File: src/logic/gpf_pkg.sv
// gpf package: constants shared by the pin bank and its generators
package gpf_pkg;
    // bank geometry
    localparam int NPINS = 19;
    localparam int PWM_MAX_PINS = 12;
    localparam int FIX_OUTS = 2;
    localparam int PER_W = 24;
    localparam int ADDR_W = 8;

    // timing: clock rate and fastest outputs, periods rounded up to whole cycles
    localparam int CLK_HZ = 20_000_000;
    localparam int PWM_MAX_HZ = 1_000_000;
    localparam int FIX_MAX_HZ = 4_000_000;
    localparam int PWM_MIN_PER = (CLK_HZ + PWM_MAX_HZ - 1) / PWM_MAX_HZ;
    localparam int FIX_MIN_PER = (CLK_HZ + FIX_MAX_HZ - 1) / FIX_MAX_HZ;

    // analog figures, informational only (pads take the select bits)
    localparam int DRV_STD_UA = 500;
    localparam int DRV_HIGH_UA = 5000;
    localparam int PULL_KOHM = 13;

    // register byte offsets
    localparam logic [7:0] OFS_DIR = 8'h00;
    localparam logic [7:0] OFS_OUT = 8'h04;
    localparam logic [7:0] OFS_IN = 8'h08;
    localparam logic [7:0] OFS_DRIVE = 8'h0C;
    localparam logic [7:0] OFS_PULLUP = 8'h10;
    localparam logic [7:0] OFS_PULLDN = 8'h14;
    localparam logic [7:0] OFS_WAKE_EN = 8'h18;
    localparam logic [7:0] OFS_WAKE_POL = 8'h1C;
    localparam logic [7:0] OFS_PIN_FUNC_PWM = 8'h20;
    localparam logic [7:0] OFS_PWM_PERIOD = 8'h24;
    localparam logic [7:0] OFS_PWM_HIGH = 8'h28;
    localparam logic [7:0] OFS_FIX_PERIOD = 8'h2C;
    localparam logic [7:0] OFS_FIX_SEL = 8'h30;
    localparam logic [7:0] OFS_FIX_DUTY_A = 8'h34;
    localparam logic [7:0] OFS_FIX_DUTY_B = 8'h38;
    localparam logic [7:0] OFS_WAKE_STAT = 8'h3C;
    localparam logic [7:0] OFS_WAKE_MASK = 8'h40;

    // field positions
    localparam int FSEL_EN = 5;
    localparam int FSEL_B_LSB = 8;
    localparam int DUTY_CUS = 31;

    // values after reset
    localparam logic [NPINS-1:0] RST_PINS = 19'h0_0000;
    localparam logic [PER_W-1:0] RST_PER = 24'h00_0000;
    localparam logic [5:0] RST_FSEL = 6'h00;
endpackage

File: src/logic/gpf_pwm.sv
// gpf_pwm: single pulse width generator shared by up to 12 pins at once
`timescale 1ns/1ps
module gpf_pwm
    import gpf_pkg::*;
#(
    parameter int W = PER_W
) (
    input wire logic clk,
    input wire logic rst,
    input wire logic [W-1:0] period,
    input wire logic [W-1:0] high,
    output logic pwm_o
);
    localparam logic [W-1:0] MINP = W'(PWM_MIN_PER);
    logic [W-1:0] eff;
    logic [W-1:0] cnt_r;
    logic [W-1:0] per_r;
    logic [W-1:0] high_r;
    logic wrap;

    // short periods clamp to the fastest legal rate
    assign eff = (per_r < MINP) ? MINP : per_r; // [RQ6]
    assign wrap = (cnt_r >= eff - 1'b1);

    // settings taken at period end so a rewrite never cuts a pulse
    always_ff @(posedge clk) begin
        if (rst) begin
            per_r <= '0;
            high_r <= '0;
        end else if (wrap) begin
            per_r <= period;
            high_r <= high;
        end
    end

    // free running period counter
    always_ff @(posedge clk) begin
        if (rst) begin
            cnt_r <= '0;
        end else if (wrap) begin
            cnt_r <= '0;
        end else begin
            cnt_r <= cnt_r + 1'b1;
        end
    end

    // high 0 gives constant low, high >= clamped period constant high
    always_ff @(posedge clk) begin
        if (rst) begin
            pwm_o <= 1'b0;
        end else begin
            pwm_o <= (cnt_r < high_r); // [RQ7]
        end
    end
endmodule

File: src/logic/gpf_fixout.sv
// gpf_fixout: shared-rate square wave with independent duty per output
`timescale 1ns/1ps
module gpf_fixout
    import gpf_pkg::*;
#(
    parameter int W = PER_W,
    parameter int N = FIX_OUTS
) (
    input wire logic clk,
    input wire logic rst,
    input wire logic [W-1:0] period,
    input wire logic [N-1:0] cus,
    input wire logic [N-1:0][W-1:0] high,
    output logic [N-1:0] fix_o
);
    localparam logic [W-1:0] MINP = W'(FIX_MIN_PER);
    logic [W-1:0] eff;
    logic [W-1:0] cnt_r;
    logic [W-1:0] per_r;
    logic [N-1:0] cus_r;
    logic [N-1:0][W-1:0] high_r;
    logic reload;

    assign eff = (per_r < MINP) ? MINP : per_r; // [RQ10]
    // new settings at a period end, or at once while stopped
    assign reload = (per_r == '0) || (cnt_r >= eff - 1'b1);

    // settings held a whole period so no edge lands mid-period
    always_ff @(posedge clk) begin
        if (rst) begin
            per_r <= '0;
            cus_r <= '0;
            high_r <= '0;
        end else if (reload) begin
            per_r <= period;
            cus_r <= cus;
            high_r <= high;
        end
    end

    // one counter for all outputs keeps them on one rate; zero period parks it
    always_ff @(posedge clk) begin
        if (rst) begin
            cnt_r <= '0;
        end else if (reload) begin // [RQ12]
            cnt_r <= '0;
        end else begin
            cnt_r <= cnt_r + 1'b1; // [RQ9]
        end
    end

    for (genvar i = 0; i < N; i++) begin : g_out
        logic [W-1:0] thr;
        // default waveform is high for half the clamped period, rounded down, then low
        assign thr = cus_r[i] ? high_r[i] : (eff >> 1); // [RQ9] [RQ10]
        always_ff @(posedge clk) begin
            if (rst) begin
                fix_o[i] <= 1'b0;
            end else begin
                fix_o[i] <= (per_r != '0) && (cnt_r < thr); // [RQ12]
            end
        end

    end
endmodule

File: src/logic/gpf_bank.sv
// gpf_bank: 19-pin bank with AHB-Lite registers, wake status and two generators
//
// Contract
// [RQ1] 19 pins, each with its own direction and settings.
// [RQ2] each output pin selects standard or high drive strength.
// [RQ3] each pin selects pull-up, pull-down or no pull.
// [RQ4] every pin can wake on a chosen high or low level.
// [RQ5] pulse width output routable to output pins, at most 12 at once.
// [RQ6] pulse width frequency programmable, never faster than 1 MHz.
// [RQ7] pulse width duty programmable from constant low to constant high.
// [RQ8] fixed-rate output routable to at most two pins.
// [RQ9] both fixed-rate pins share one rate, each has its own duty.
// [RQ10] fixed rate from 0 Hz to 4 MHz, default duty half.
// [RQ11] a selected generator drives the pin instead of the output value.
// [RQ12] fixed rate of zero holds the pin static with no edges.
//
// Implementation choices: the register offsets and register access over AHB-Lite.
`timescale 1ns/1ps
module gpf_bank
    import gpf_pkg::*;
(
    input wire logic REF_CLK,
    input wire logic RST,
    input wire logic HSEL,
    input wire logic [ADDR_W-1:0] HADDR,
    input wire logic [1:0] HTRANS,
    input wire logic HWRITE,
    input wire logic [2:0] HSIZE,
    input wire logic [31:0] HWDATA,
    input wire logic HREADY,
    output logic [31:0] HRDATA,
    output logic HREADYOUT,
    output logic HRESP,
    input wire logic [NPINS-1:0] PIN_IN,
    output logic [NPINS-1:0] PIN_OUT,
    output logic [NPINS-1:0] PIN_OE,
    output logic [NPINS-1:0] PIN_HIDRIVE,
    output logic [NPINS-1:0] PIN_PULLUP,
    output logic [NPINS-1:0] PIN_PULLDN,
    output logic IRQ,
    output logic WAKE
);
    // bus state
    logic acc;
    logic wr_pend_r;
    logic rd_pend_r;
    logic [ADDR_W-1:0] adr_r;
    logic [31:0] rdata;

    // pin configuration
    logic [NPINS-1:0] dir_r;
    logic [NPINS-1:0] out_r;
    logic [NPINS-1:0] drv_r;
    logic [NPINS-1:0] pu_r;
    logic [NPINS-1:0] pd_r;
    logic [NPINS-1:0] wen_r;
    logic [NPINS-1:0] wpol_r;
    logic [NPINS-1:0] pwm_sel_r;

    // generator settings
    logic [PER_W-1:0] pwm_per_r;
    logic [PER_W-1:0] pwm_high_r;
    logic [PER_W-1:0] fix_per_r;
    logic [5:0] fsa_r;
    logic [5:0] fsb_r;
    logic [PER_W-1:0] fda_r;
    logic [PER_W-1:0] fdb_r;
    logic fca_r;
    logic fcb_r;

    // wake and interrupt
    logic [NPINS-1:0] sync1_r;
    logic [NPINS-1:0] sync2_r;
    logic [NPINS-1:0] wake_hit;
    logic [NPINS-1:0] stat_r;
    logic [NPINS-1:0] stat_nxt;
    logic [NPINS-1:0] mask_r;
    logic [NPINS-1:0] clr;

    // generator outputs and pin mux
    logic pwm_o;
    logic [FIX_OUTS-1:0] fix_o;
    logic [NPINS-1:0] fix_on;
    logic [NPINS-1:0] pin_nxt;
    logic [4:0] sel_cnt;

    // address phase taken when selected, active and the bus is ready
    assign acc = HSEL && HTRANS[1] && HREADY;

    // writes are zero wait; reads take one wait state so data comes from a flop
    always_ff @(posedge REF_CLK) begin
        if (RST) begin
            wr_pend_r <= 1'b0;
            rd_pend_r <= 1'b0;
            HREADYOUT <= 1'b1;
            adr_r <= '0;
        end else begin
            wr_pend_r <= acc && HWRITE && (HSIZE == 3'h2);
            if (acc) begin
                adr_r <= HADDR;
            end
            if (rd_pend_r) begin
                rd_pend_r <= 1'b0;
                HREADYOUT <= 1'b1;
            end else if (acc && !HWRITE) begin
                rd_pend_r <= 1'b1;
                HREADYOUT <= 1'b0;
            end
        end
    end

    // read data loaded in the wait cycle; this also sees a write just finished
    always_ff @(posedge REF_CLK) begin
        if (RST) begin
            HRDATA <= 32'h0000_0000;
            HRESP <= 1'b0;
        end else begin
            HRESP <= 1'b0;
            if (rd_pend_r) begin
                HRDATA <= rdata;
            end
        end
    end

    // read mux; unmapped offsets read zero
    always_comb begin
        rdata = 32'h0000_0000;
        case (adr_r)
            OFS_DIR: rdata[NPINS-1:0] = dir_r;
            OFS_OUT: rdata[NPINS-1:0] = out_r;
            OFS_IN: rdata[NPINS-1:0] = sync2_r;
            OFS_DRIVE: rdata[NPINS-1:0] = drv_r;
            OFS_PULLUP: rdata[NPINS-1:0] = pu_r;
            OFS_PULLDN: rdata[NPINS-1:0] = pd_r;
            OFS_WAKE_EN: rdata[NPINS-1:0] = wen_r;
            OFS_WAKE_POL: rdata[NPINS-1:0] = wpol_r;
            OFS_PIN_FUNC_PWM: rdata[NPINS-1:0] = pwm_sel_r;
            OFS_PWM_PERIOD: rdata[PER_W-1:0] = pwm_per_r;
            OFS_PWM_HIGH: rdata[PER_W-1:0] = pwm_high_r;
            OFS_FIX_PERIOD: rdata[PER_W-1:0] = fix_per_r;
            OFS_FIX_SEL: rdata[FSEL_B_LSB+5:0] = {fsb_r, 2'h0, fsa_r};
            OFS_FIX_DUTY_A: begin
                rdata[PER_W-1:0] = fda_r;
                rdata[DUTY_CUS] = fca_r;
            end
            OFS_FIX_DUTY_B: begin
                rdata[PER_W-1:0] = fdb_r;
                rdata[DUTY_CUS] = fcb_r;
            end
            OFS_WAKE_STAT: rdata[NPINS-1:0] = stat_r;
            OFS_WAKE_MASK: rdata[NPINS-1:0] = mask_r;
            default: rdata = 32'h0000_0000;
        endcase
    end

    // ones in a pwm routing write, to refuse more pins than the generator fans to
    always_comb begin
        sel_cnt = 5'h00;
        for (int k = 0; k < NPINS; k++) begin
            sel_cnt = sel_cnt + 5'(HWDATA[k]);
        end
    end

    // per-pin configuration registers, each pin independent
    always_ff @(posedge REF_CLK) begin
        if (RST) begin
            dir_r <= RST_PINS;
            out_r <= RST_PINS;
            drv_r <= RST_PINS;
            pu_r <= RST_PINS;
            pd_r <= RST_PINS;
            wen_r <= RST_PINS;
            wpol_r <= RST_PINS;
            mask_r <= RST_PINS;
        end else if (wr_pend_r) begin
            case (adr_r)
                OFS_DIR: dir_r <= HWDATA[NPINS-1:0]; // [RQ1]
                OFS_OUT: out_r <= HWDATA[NPINS-1:0];
                OFS_DRIVE: drv_r <= HWDATA[NPINS-1:0]; // [RQ2]
                OFS_PULLUP: pu_r <= HWDATA[NPINS-1:0]; // [RQ3]
                OFS_PULLDN: pd_r <= HWDATA[NPINS-1:0]; // [RQ3]
                OFS_WAKE_EN: wen_r <= HWDATA[NPINS-1:0]; // [RQ4]
                OFS_WAKE_POL: wpol_r <= HWDATA[NPINS-1:0]; // [RQ4]
                OFS_WAKE_MASK: mask_r <= HWDATA[NPINS-1:0];
                default: ;
            endcase
        end
    end

    // generator settings and routing
    always_ff @(posedge REF_CLK) begin
        if (RST) begin
            pwm_sel_r <= RST_PINS;
            pwm_per_r <= RST_PER;
            pwm_high_r <= RST_PER;
            fix_per_r <= RST_PER;
            fsa_r <= RST_FSEL;
            fsb_r <= RST_FSEL;
            fda_r <= RST_PER;
            fdb_r <= RST_PER;
            fca_r <= 1'b0;
            fcb_r <= 1'b0;
        end else if (wr_pend_r) begin
            case (adr_r)
                OFS_PIN_FUNC_PWM: begin
                    // an over-wide routing is dropped whole, old routing stays
                    if (sel_cnt <= 5'(PWM_MAX_PINS)) begin // [RQ5]
                        pwm_sel_r <= HWDATA[NPINS-1:0];
                    end
                end
                OFS_PWM_PERIOD: pwm_per_r <= HWDATA[PER_W-1:0]; // [RQ6]
                OFS_PWM_HIGH: pwm_high_r <= HWDATA[PER_W-1:0]; // [RQ7]
                OFS_FIX_PERIOD: fix_per_r <= HWDATA[PER_W-1:0]; // [RQ10]
                OFS_FIX_SEL: begin
                    // two selectors, so no more than two pins can carry it
                    fsa_r <= HWDATA[5:0]; // [RQ8]
                    fsb_r <= HWDATA[FSEL_B_LSB+5:FSEL_B_LSB]; // [RQ8]
                end
                OFS_FIX_DUTY_A: begin
                    fda_r <= HWDATA[PER_W-1:0]; // [RQ9]
                    fca_r <= HWDATA[DUTY_CUS];
                end
                OFS_FIX_DUTY_B: begin
                    fdb_r <= HWDATA[PER_W-1:0]; // [RQ9]
                    fcb_r <= HWDATA[DUTY_CUS];
                end
                default: ;
            endcase
        end
    end

    // pins are asynchronous to the clock: two flops before any use
    always_ff @(posedge REF_CLK) begin
        if (RST) begin
            sync1_r <= RST_PINS;
            sync2_r <= RST_PINS;
        end else begin
            sync1_r <= PIN_IN;
            sync2_r <= sync1_r;
        end
    end

    // level match per enabled pin; a held level keeps re-setting its bit
    assign wake_hit = wen_r & ~(sync2_r ^ wpol_r); // [RQ4]
    assign clr = (wr_pend_r && adr_r == OFS_WAKE_STAT) ? HWDATA[NPINS-1:0] : RST_PINS;
    // a set in the clearing cycle wins over the write of one
    assign stat_nxt = (stat_r & ~clr) | wake_hit; // [RQ4]

    // sticky wake status, interrupt and wake request
    always_ff @(posedge REF_CLK) begin
        if (RST) begin
            stat_r <= RST_PINS;
            IRQ <= 1'b0;
            WAKE <= 1'b0;
        end else begin
            stat_r <= stat_nxt;
            IRQ <= |(stat_r & mask_r);
            WAKE <= |wake_hit;
        end
    end

    gpf_pwm #(
        .W(PER_W)
    ) u_pwm (
        .clk(REF_CLK),
        .rst(RST),
        .period(pwm_per_r),
        .high(pwm_high_r),
        .pwm_o(pwm_o)
    );

    gpf_fixout #(
        .W(PER_W),
        .N(FIX_OUTS)
    ) u_fix (
        .clk(REF_CLK),
        .rst(RST),
        .period(fix_per_r),
        .cus({fcb_r, fca_r}),
        .high({fdb_r, fda_r}),
        .fix_o(fix_o)
    );

    // per-pin source: fixed-rate A, then B, then pwm, then plain output value
    for (genvar i = 0; i < NPINS; i++) begin : g_pin
        logic on_a;
        logic on_b;
        assign on_a = fsa_r[FSEL_EN] && (fsa_r[4:0] == 5'(i)); // [RQ8]
        assign on_b = fsb_r[FSEL_EN] && (fsb_r[4:0] == 5'(i)); // [RQ8]
        assign fix_on[i] = on_a || on_b;
        assign pin_nxt[i] = on_a ? fix_o[0] :
                            on_b ? fix_o[1] :
                            pwm_sel_r[i] ? pwm_o : out_r[i]; // [RQ11]
    end

    // pad controls; drive strength only means something on an output
    always_ff @(posedge REF_CLK) begin
        if (RST) begin
            PIN_OUT <= RST_PINS;
            PIN_OE <= RST_PINS;
            PIN_HIDRIVE <= RST_PINS;
            PIN_PULLUP <= RST_PINS;
            PIN_PULLDN <= RST_PINS;
        end else begin
            PIN_OUT <= pin_nxt; // [RQ11]
            PIN_OE <= dir_r; // [RQ1]
            PIN_HIDRIVE <= drv_r & dir_r; // [RQ2]
            PIN_PULLUP <= pu_r; // [RQ3]
            PIN_PULLDN <= pd_r & ~pu_r; // [RQ3]
        end
    end
endmodule

File: config.mk
export PLATFORM = sky130hd
export DESIGN_NAME = gpf_bank
export DESIGN_NICKNAME = d
export VERILOG_FILES = /design/src/logic/gpf_pkg.sv /design/src/logic/gpf_pwm.sv /design/src/logic/gpf_fixout.sv /design/src/logic/gpf_bank.sv
export SDC_FILE = /design/constraint.sdc
export NUM_CORES = 2
export LEC_CHECK = 0
export BUFFER_PORTS_ARGS = -buffer_cell sky130_fd_sc_hd__buf_4
export CAP_MARGIN = 30
export CORE_ASPECT_RATIO = 1.75
export CORE_MARGIN = 2
export CORE_UTILIZATION = 61
export DETAILED_ROUTE_END_ITERATION = 7
export GPL_TIMING_DRIVEN = 0
export PLACE_DENSITY = 0.84
export SLEW_MARGIN = 30
export SYNTH_ARGS = -nofsm -noshare
export SYNTH_HDL_FRONTEND = slang
export SYNTH_SLANG_ARGS = --single-unit
export TNS_END_PERCENT = 5
File: constraint.sdc
create_clock -name REF_CLK -period 7.2 [get_ports REF_CLK]
set_input_delay 0.72 -clock REF_CLK [delete_from_list [all_inputs] [get_ports REF_CLK]]
set_output_delay 0.72 -clock REF_CLK [all_outputs]
set_load 0.05 [all_outputs]
==> results of run 1 <==
[synthesized netlist by cell type (44+ instances only)]
cell type	number	area, µm²
nand2_1	737	2770
inv_1	52	195
nand2b_1	159	995
xnor2_1	60	526
xor2_1	44	385
a21oi_1	386	1930
dfxtp_1	668	13400
clkbuf_1	205	769
nor2_1	244	916
o21ai_0	55	275
nor2b_1	93	582
a22oi_1	75	563
nor3_1	50	250
ha_1	128	1600
nand3_1	51	255
mux2i_1	244	2440
[kinds of logic after synthesis]
| kind of cell | share of synthesized area |
|---|---|
| flip-flops | 0.423 |
| adder cells (fa/ha/maj) | 0.0589 |
| XOR/XNOR | 0.0288 |
| AND/OR/NAND/NOR | 0.221 |
| other | 0.000119 |
| multiplexers | 0.0937 |
| buffers and inverters | 0.0432 |
| AO/OA/AOI/OAI | 0.131 |
[per-stage QoR]
step / std cells / worst slack [ps] / cell area, µm² / util
after detailed placement: 4584 / 793 / 33800 / 0.659
after global placement: 4583 / 475 / 33800 / 0.658
after floorplan: 3735 / 1910 / 31600 / -
after CTS: 4691 / 758 / 35800 / 0.698
[routing by layer]
layer,GRT overflow,track usage
met5,0,0
met4,4,0.667
met3,0,0.285
met2,7,0.893
met1,0,0.608
==> results.py, run 1 <==
metrics = {
    "status": {
        "status": "stopped before the end",
        "haltStage": "global routing (5_1_grt)",
        "tool.error": "[ERROR GRT-0116] Global routing finished with congestion. Check the congestion regions in the DRC Viewer.",
    },
    "synth": {
        "syn_area_per_cell_um2": 8.47,
        "synth-seq-cells": 668,
        "yosysWarnings": 0,
        "yosysUniqueCellTypes": 75,
        "synth_area_um2": 31600,
        "synth_cells": 3728,
        "ys.flop_type": "dfxtp_1",
        "ys_seq_area_frac": 0.423,
        "synth_edf_count": 0,
        "synthArstFlopShare": 0,
    },
    "grt": {
        "grt_max_degree": 18,
        "gr-total-overflow": 11,
        "grt_pass1_vias": 33400,
        "grt_usage": 0.613,
        "grt_first_pass_wirelength_um": 236000,
    },
    "clocking": {
        "cts_hold_buf": 0,
        "clock-root-buffer": "clkbuf_16",
        "ctsHtreeMaxLevel": 2,
        "cts_buffers": 58,
        "cts_setup_buffers": 0,
        "cts_sinks": 668,
        "post_cts_resized": 0,
        "clockBufferDepth": 3,
    },
    "place": {
        "finalWeightedCongestion": 1.18,
        "dpl.hpwl_um": 117000,
        "portBuffers": 176,
    },
    "die": {
        "die_y_um": 305,
        "start_util": 0.615,
        "io_pins": 200,
        "fp.dieW_um": 176,
        "placementRows": 110,
    },
}
==> run 2, diff against run 1 <==
Settings changed: CORE_ASPECT_RATIO 1.75 to default, CORE_UTILIZATION 61 to 40, PLACE_DENSITY 0.84 to default, PLACE_DENSITY_LB_ADDON from default to 0.15.
==> results.py, run 2 <==
metrics = {
    "power": {
        "p_sw_mw": 2.08,
        "p_seq_frac": 0.456,
        "switching_share": 0.254,
        "ir_worst_vdd_uv": 179,
        "combPwrFrac": 0.067,
        "clkPwrFrac": 0.477,
        "p_int_mw": 6.09,
        "p_leak_nw": 13.0,
        "pwr_density_cell_nw_per_um2": 222,
    },
    "drt": {
        "via_count": 28900,
        "avgViaCountPerCell": 5.67,
        "drt_first_pass_iters": 6,
        "drtAntennaViolNets": 0,
        "routed_wl_um": 144000,
        "drc": 0,
        "wire_per_inst_um": 28.3,
        "dr.first_iter.drc_count": 3452,
    },
    "grt": {
        "gr-total-overflow": 0,
        "grt_usage": 0.346,
        "grt_first_pass_wirelength_um": 202000,
        "grt_max_degree": 15,
        "grt_pass1_vias": 27600,
        "antenna_found_initial": 3,
    },
    "timing": {
        "worst_pin_slew_ps": 1210,
        "post-route-min-period_ps": 6590,
        "setup_tns_ps": 0,
        "report.final.setup_viol": 0,
        "relSlewSlack": 0.197,
        "hold_viol_final": 0,
        "fmax_mhz": 152,
        "rsz0062_at_grt": "false",
        "finalWorstSetupSlack_ps": 607,
        "hold_ws_ps": 288,
        "fin_crit_sh": 0.916,
        "skew_ps": 28.3,
        "slew_viol_final": 0,
    },
    "place": {
        "portBuffers": 176,
        "finalWeightedCongestion": 1.04,
        "post-place-ws_ps": 647,
        "placed_area_um2": 34400,
        "dpl.hpwl_um": 113000,
        "placed_cells": 4966,
    },
    "final_layout": {
        "largest-register": "u_fix.high_r",
        "ff_latch_area_um2": 13400,
        "drive_above_1_share": 0.109,
        "final_common_cell": "nand2_1",
        "nNetsFinal": 4204,
        "layout_common_cells": "737 x nand2_1, 668 x dfxtp_1, 386 x a21oi_1, 244 x mux2i_1, 242 x nor2_1",
        "multi_input_area_um2": 16900,
        "syn_to_final_growth_pct": 16.6,
        "final_area_um2": 36800,
        "largest_reg_flops": 48,
        "nFillCells": 7955,
        "fin_cells": 5101,
        "reg.largest.list": "u_fix.high_r x48, HRDATA x25",
    },
    "clocking": {
        "cts_buffers": 76,
        "cts_tree": "done",
        "clkSlewWorstSetupHoldPaths_ps": 60,
        "post_cts_resized": 0,
        "ctsHtreeMaxLevel": 3,
        "clk_latency_ps": 650,
        "cts_hold_buf": 0,
        "clockBufferDepth": 3,
        "cts_sinks": 668,
        "cts_setup_buffers": 0,
        "clock-root-buffer": "clkbuf_16",
    },
    "die": {
        "placementRows": 103,
        "io_pins": 200,
        "core_um2": 78600,
        "die_y_um": 285,
        "die_area_um2": 81200,
        "fp.dieW_um": 285,
        "start_util": 0.402,
    },
    "synth": {
        "yosysUniqueCellTypes": 75,
        "synthTopCellsByCount": "737 x nand2_1, 668 x dfxtp_1, 386 x a21oi_1",
        "ys_seq_area_frac": 0.423,
        "yosysWarnings": 0,
        "ys.flop_type": "dfxtp_1",
        "synth_area_um2": 31600,
        "synth.most_common_cell": "nand2_1",
        "synth_area_leaders": "dfxtp_1 42%, nand2_1 8.8%, mux2i_1 7.7%",
        "yosysTopAreaCell": "dfxtp_1",
        "synth_cells": 3728,
        "synthArstFlopShare": 0,
        "synth_top_area_frac": 0.423,
        "synth_edf_count": 0,
        "syn_area_per_cell_um2": 8.47,
        "synth-seq-cells": 668,
    },
    "status": {
        "status": "finished clean",
    },
    "worst_setup_path": {
        "criticalPathCategory": "flip-flop to flip-flop",
        "start_kind": "flip-flop",
        "cp.required_ps": 7750,
        "end_kind": "flip-flop",
        "cp_max_fo": 10,
        "critical_path_arrival_ps": 7140,
    },
    "hold_path": {
        "min_path_type": "input pin to flip-flop",
    },
    "flow_run": {
        "drv_cap": 0,
    },
}
[run 2: cell counts after synthesis]
Identical to the previous run, type by type.
[run 2: power groups by stage]
stage          clock network [mW]  registers, mW  logic, mW
6_report                     3.90           3.73      0.546
4_1_cts                      3.94           3.72      0.533
5_1_grt                      4.09           3.72      0.585
2_1_floorplan                   0           3.80      0.297
3_5_place_dp                    0           3.81      0.531
3_3_place_gp                    0           3.81      0.526
[run 2: logic make-up after synthesis]
group	after synthesis	synth area share
xor gates and xnor gates	104	0.0288
and+or+nand+nor	1509	0.221
other	1	0.000119
buffers and inverters	323	0.0432
AOI/OAI and AO/OA	698	0.131
adders and majority gates	141	0.0589
muxes	284	0.0937
DFF	668	0.423
[run 2: worst max-delay path, stage by stage (launching register included)]
cell and delay, ps:
dfxtp_1 300, buf_6 130, or4_4 530, buf_6 150
nor4_4 490, nand2_1 200, o31ai_2 450, ha_1 270
nand2_1 120, a211oi_1 790, nand2_1 330, nor4_1 300
xnor2_1 170, ha_1 260, o21ai_0 150, nor2_1 60
a2111oi_0 380, a211oi_1 150, nor3_1 590, buf_6 270
buf_6 210, mux2i_1 200
[run 2: area by class of cell]
class / count / share of cell area
Clock buffer: 93 / 0.0558
Buffer: 271 / 0.0326
Inverter: 52 / 0.00530
Multi-Input combinational cell: 2744 / 0.459
Sequential cell: 668 / 0.363
Antenna cell: 7 / 0.000476
Tap cell: 1050 / 0.0357
Timing Repair Buffer: 181 / 0.0375
Clock inverter: 35 / 0.0108
[run 2: worst paths after layout]
path / slack [ps] / endpoint / cells past startpoint / from
max reg2reg: 610 / u_fix.high_r[25]$_SDFFE_PP0P_ / 21 / u_fix.per_r[15]$_SDFFE_PP0P_
min reg2reg: 430 / sync2_r[15]$_SDFF_PP0_ / 1 / sync1_r[15]$_SDFF_PP0_
max: 610 / u_fix.high_r[25]$_SDFFE_PP0P_ / 21 / u_fix.per_r[15]$_SDFFE_PP0P_
min: 290 / sync1_r[13]$_SDFF_PP0_ / 2 / PIN_IN[13]
[run 2: through the flow]
step	power [mW]	util
6_report	8.17	0.469
5_1_grt	8.40	0.468
4_1_cts	8.19	0.468
3_5_place_dp	4.34	0.437
3_3_place_gp	4.33	0.436
2_1_floorplan	4.10	-
[run 2: routing by layer]
metal	track usage	wire length [µm]	share of wire
met1	0.454	59900	0.42
met2	0.530	62700	0.43
met3	0.0770	12800	0.088
met4	0.188	8930	0.062
met5	0	8	0.000055
Power figures use the tool's default switching activity.
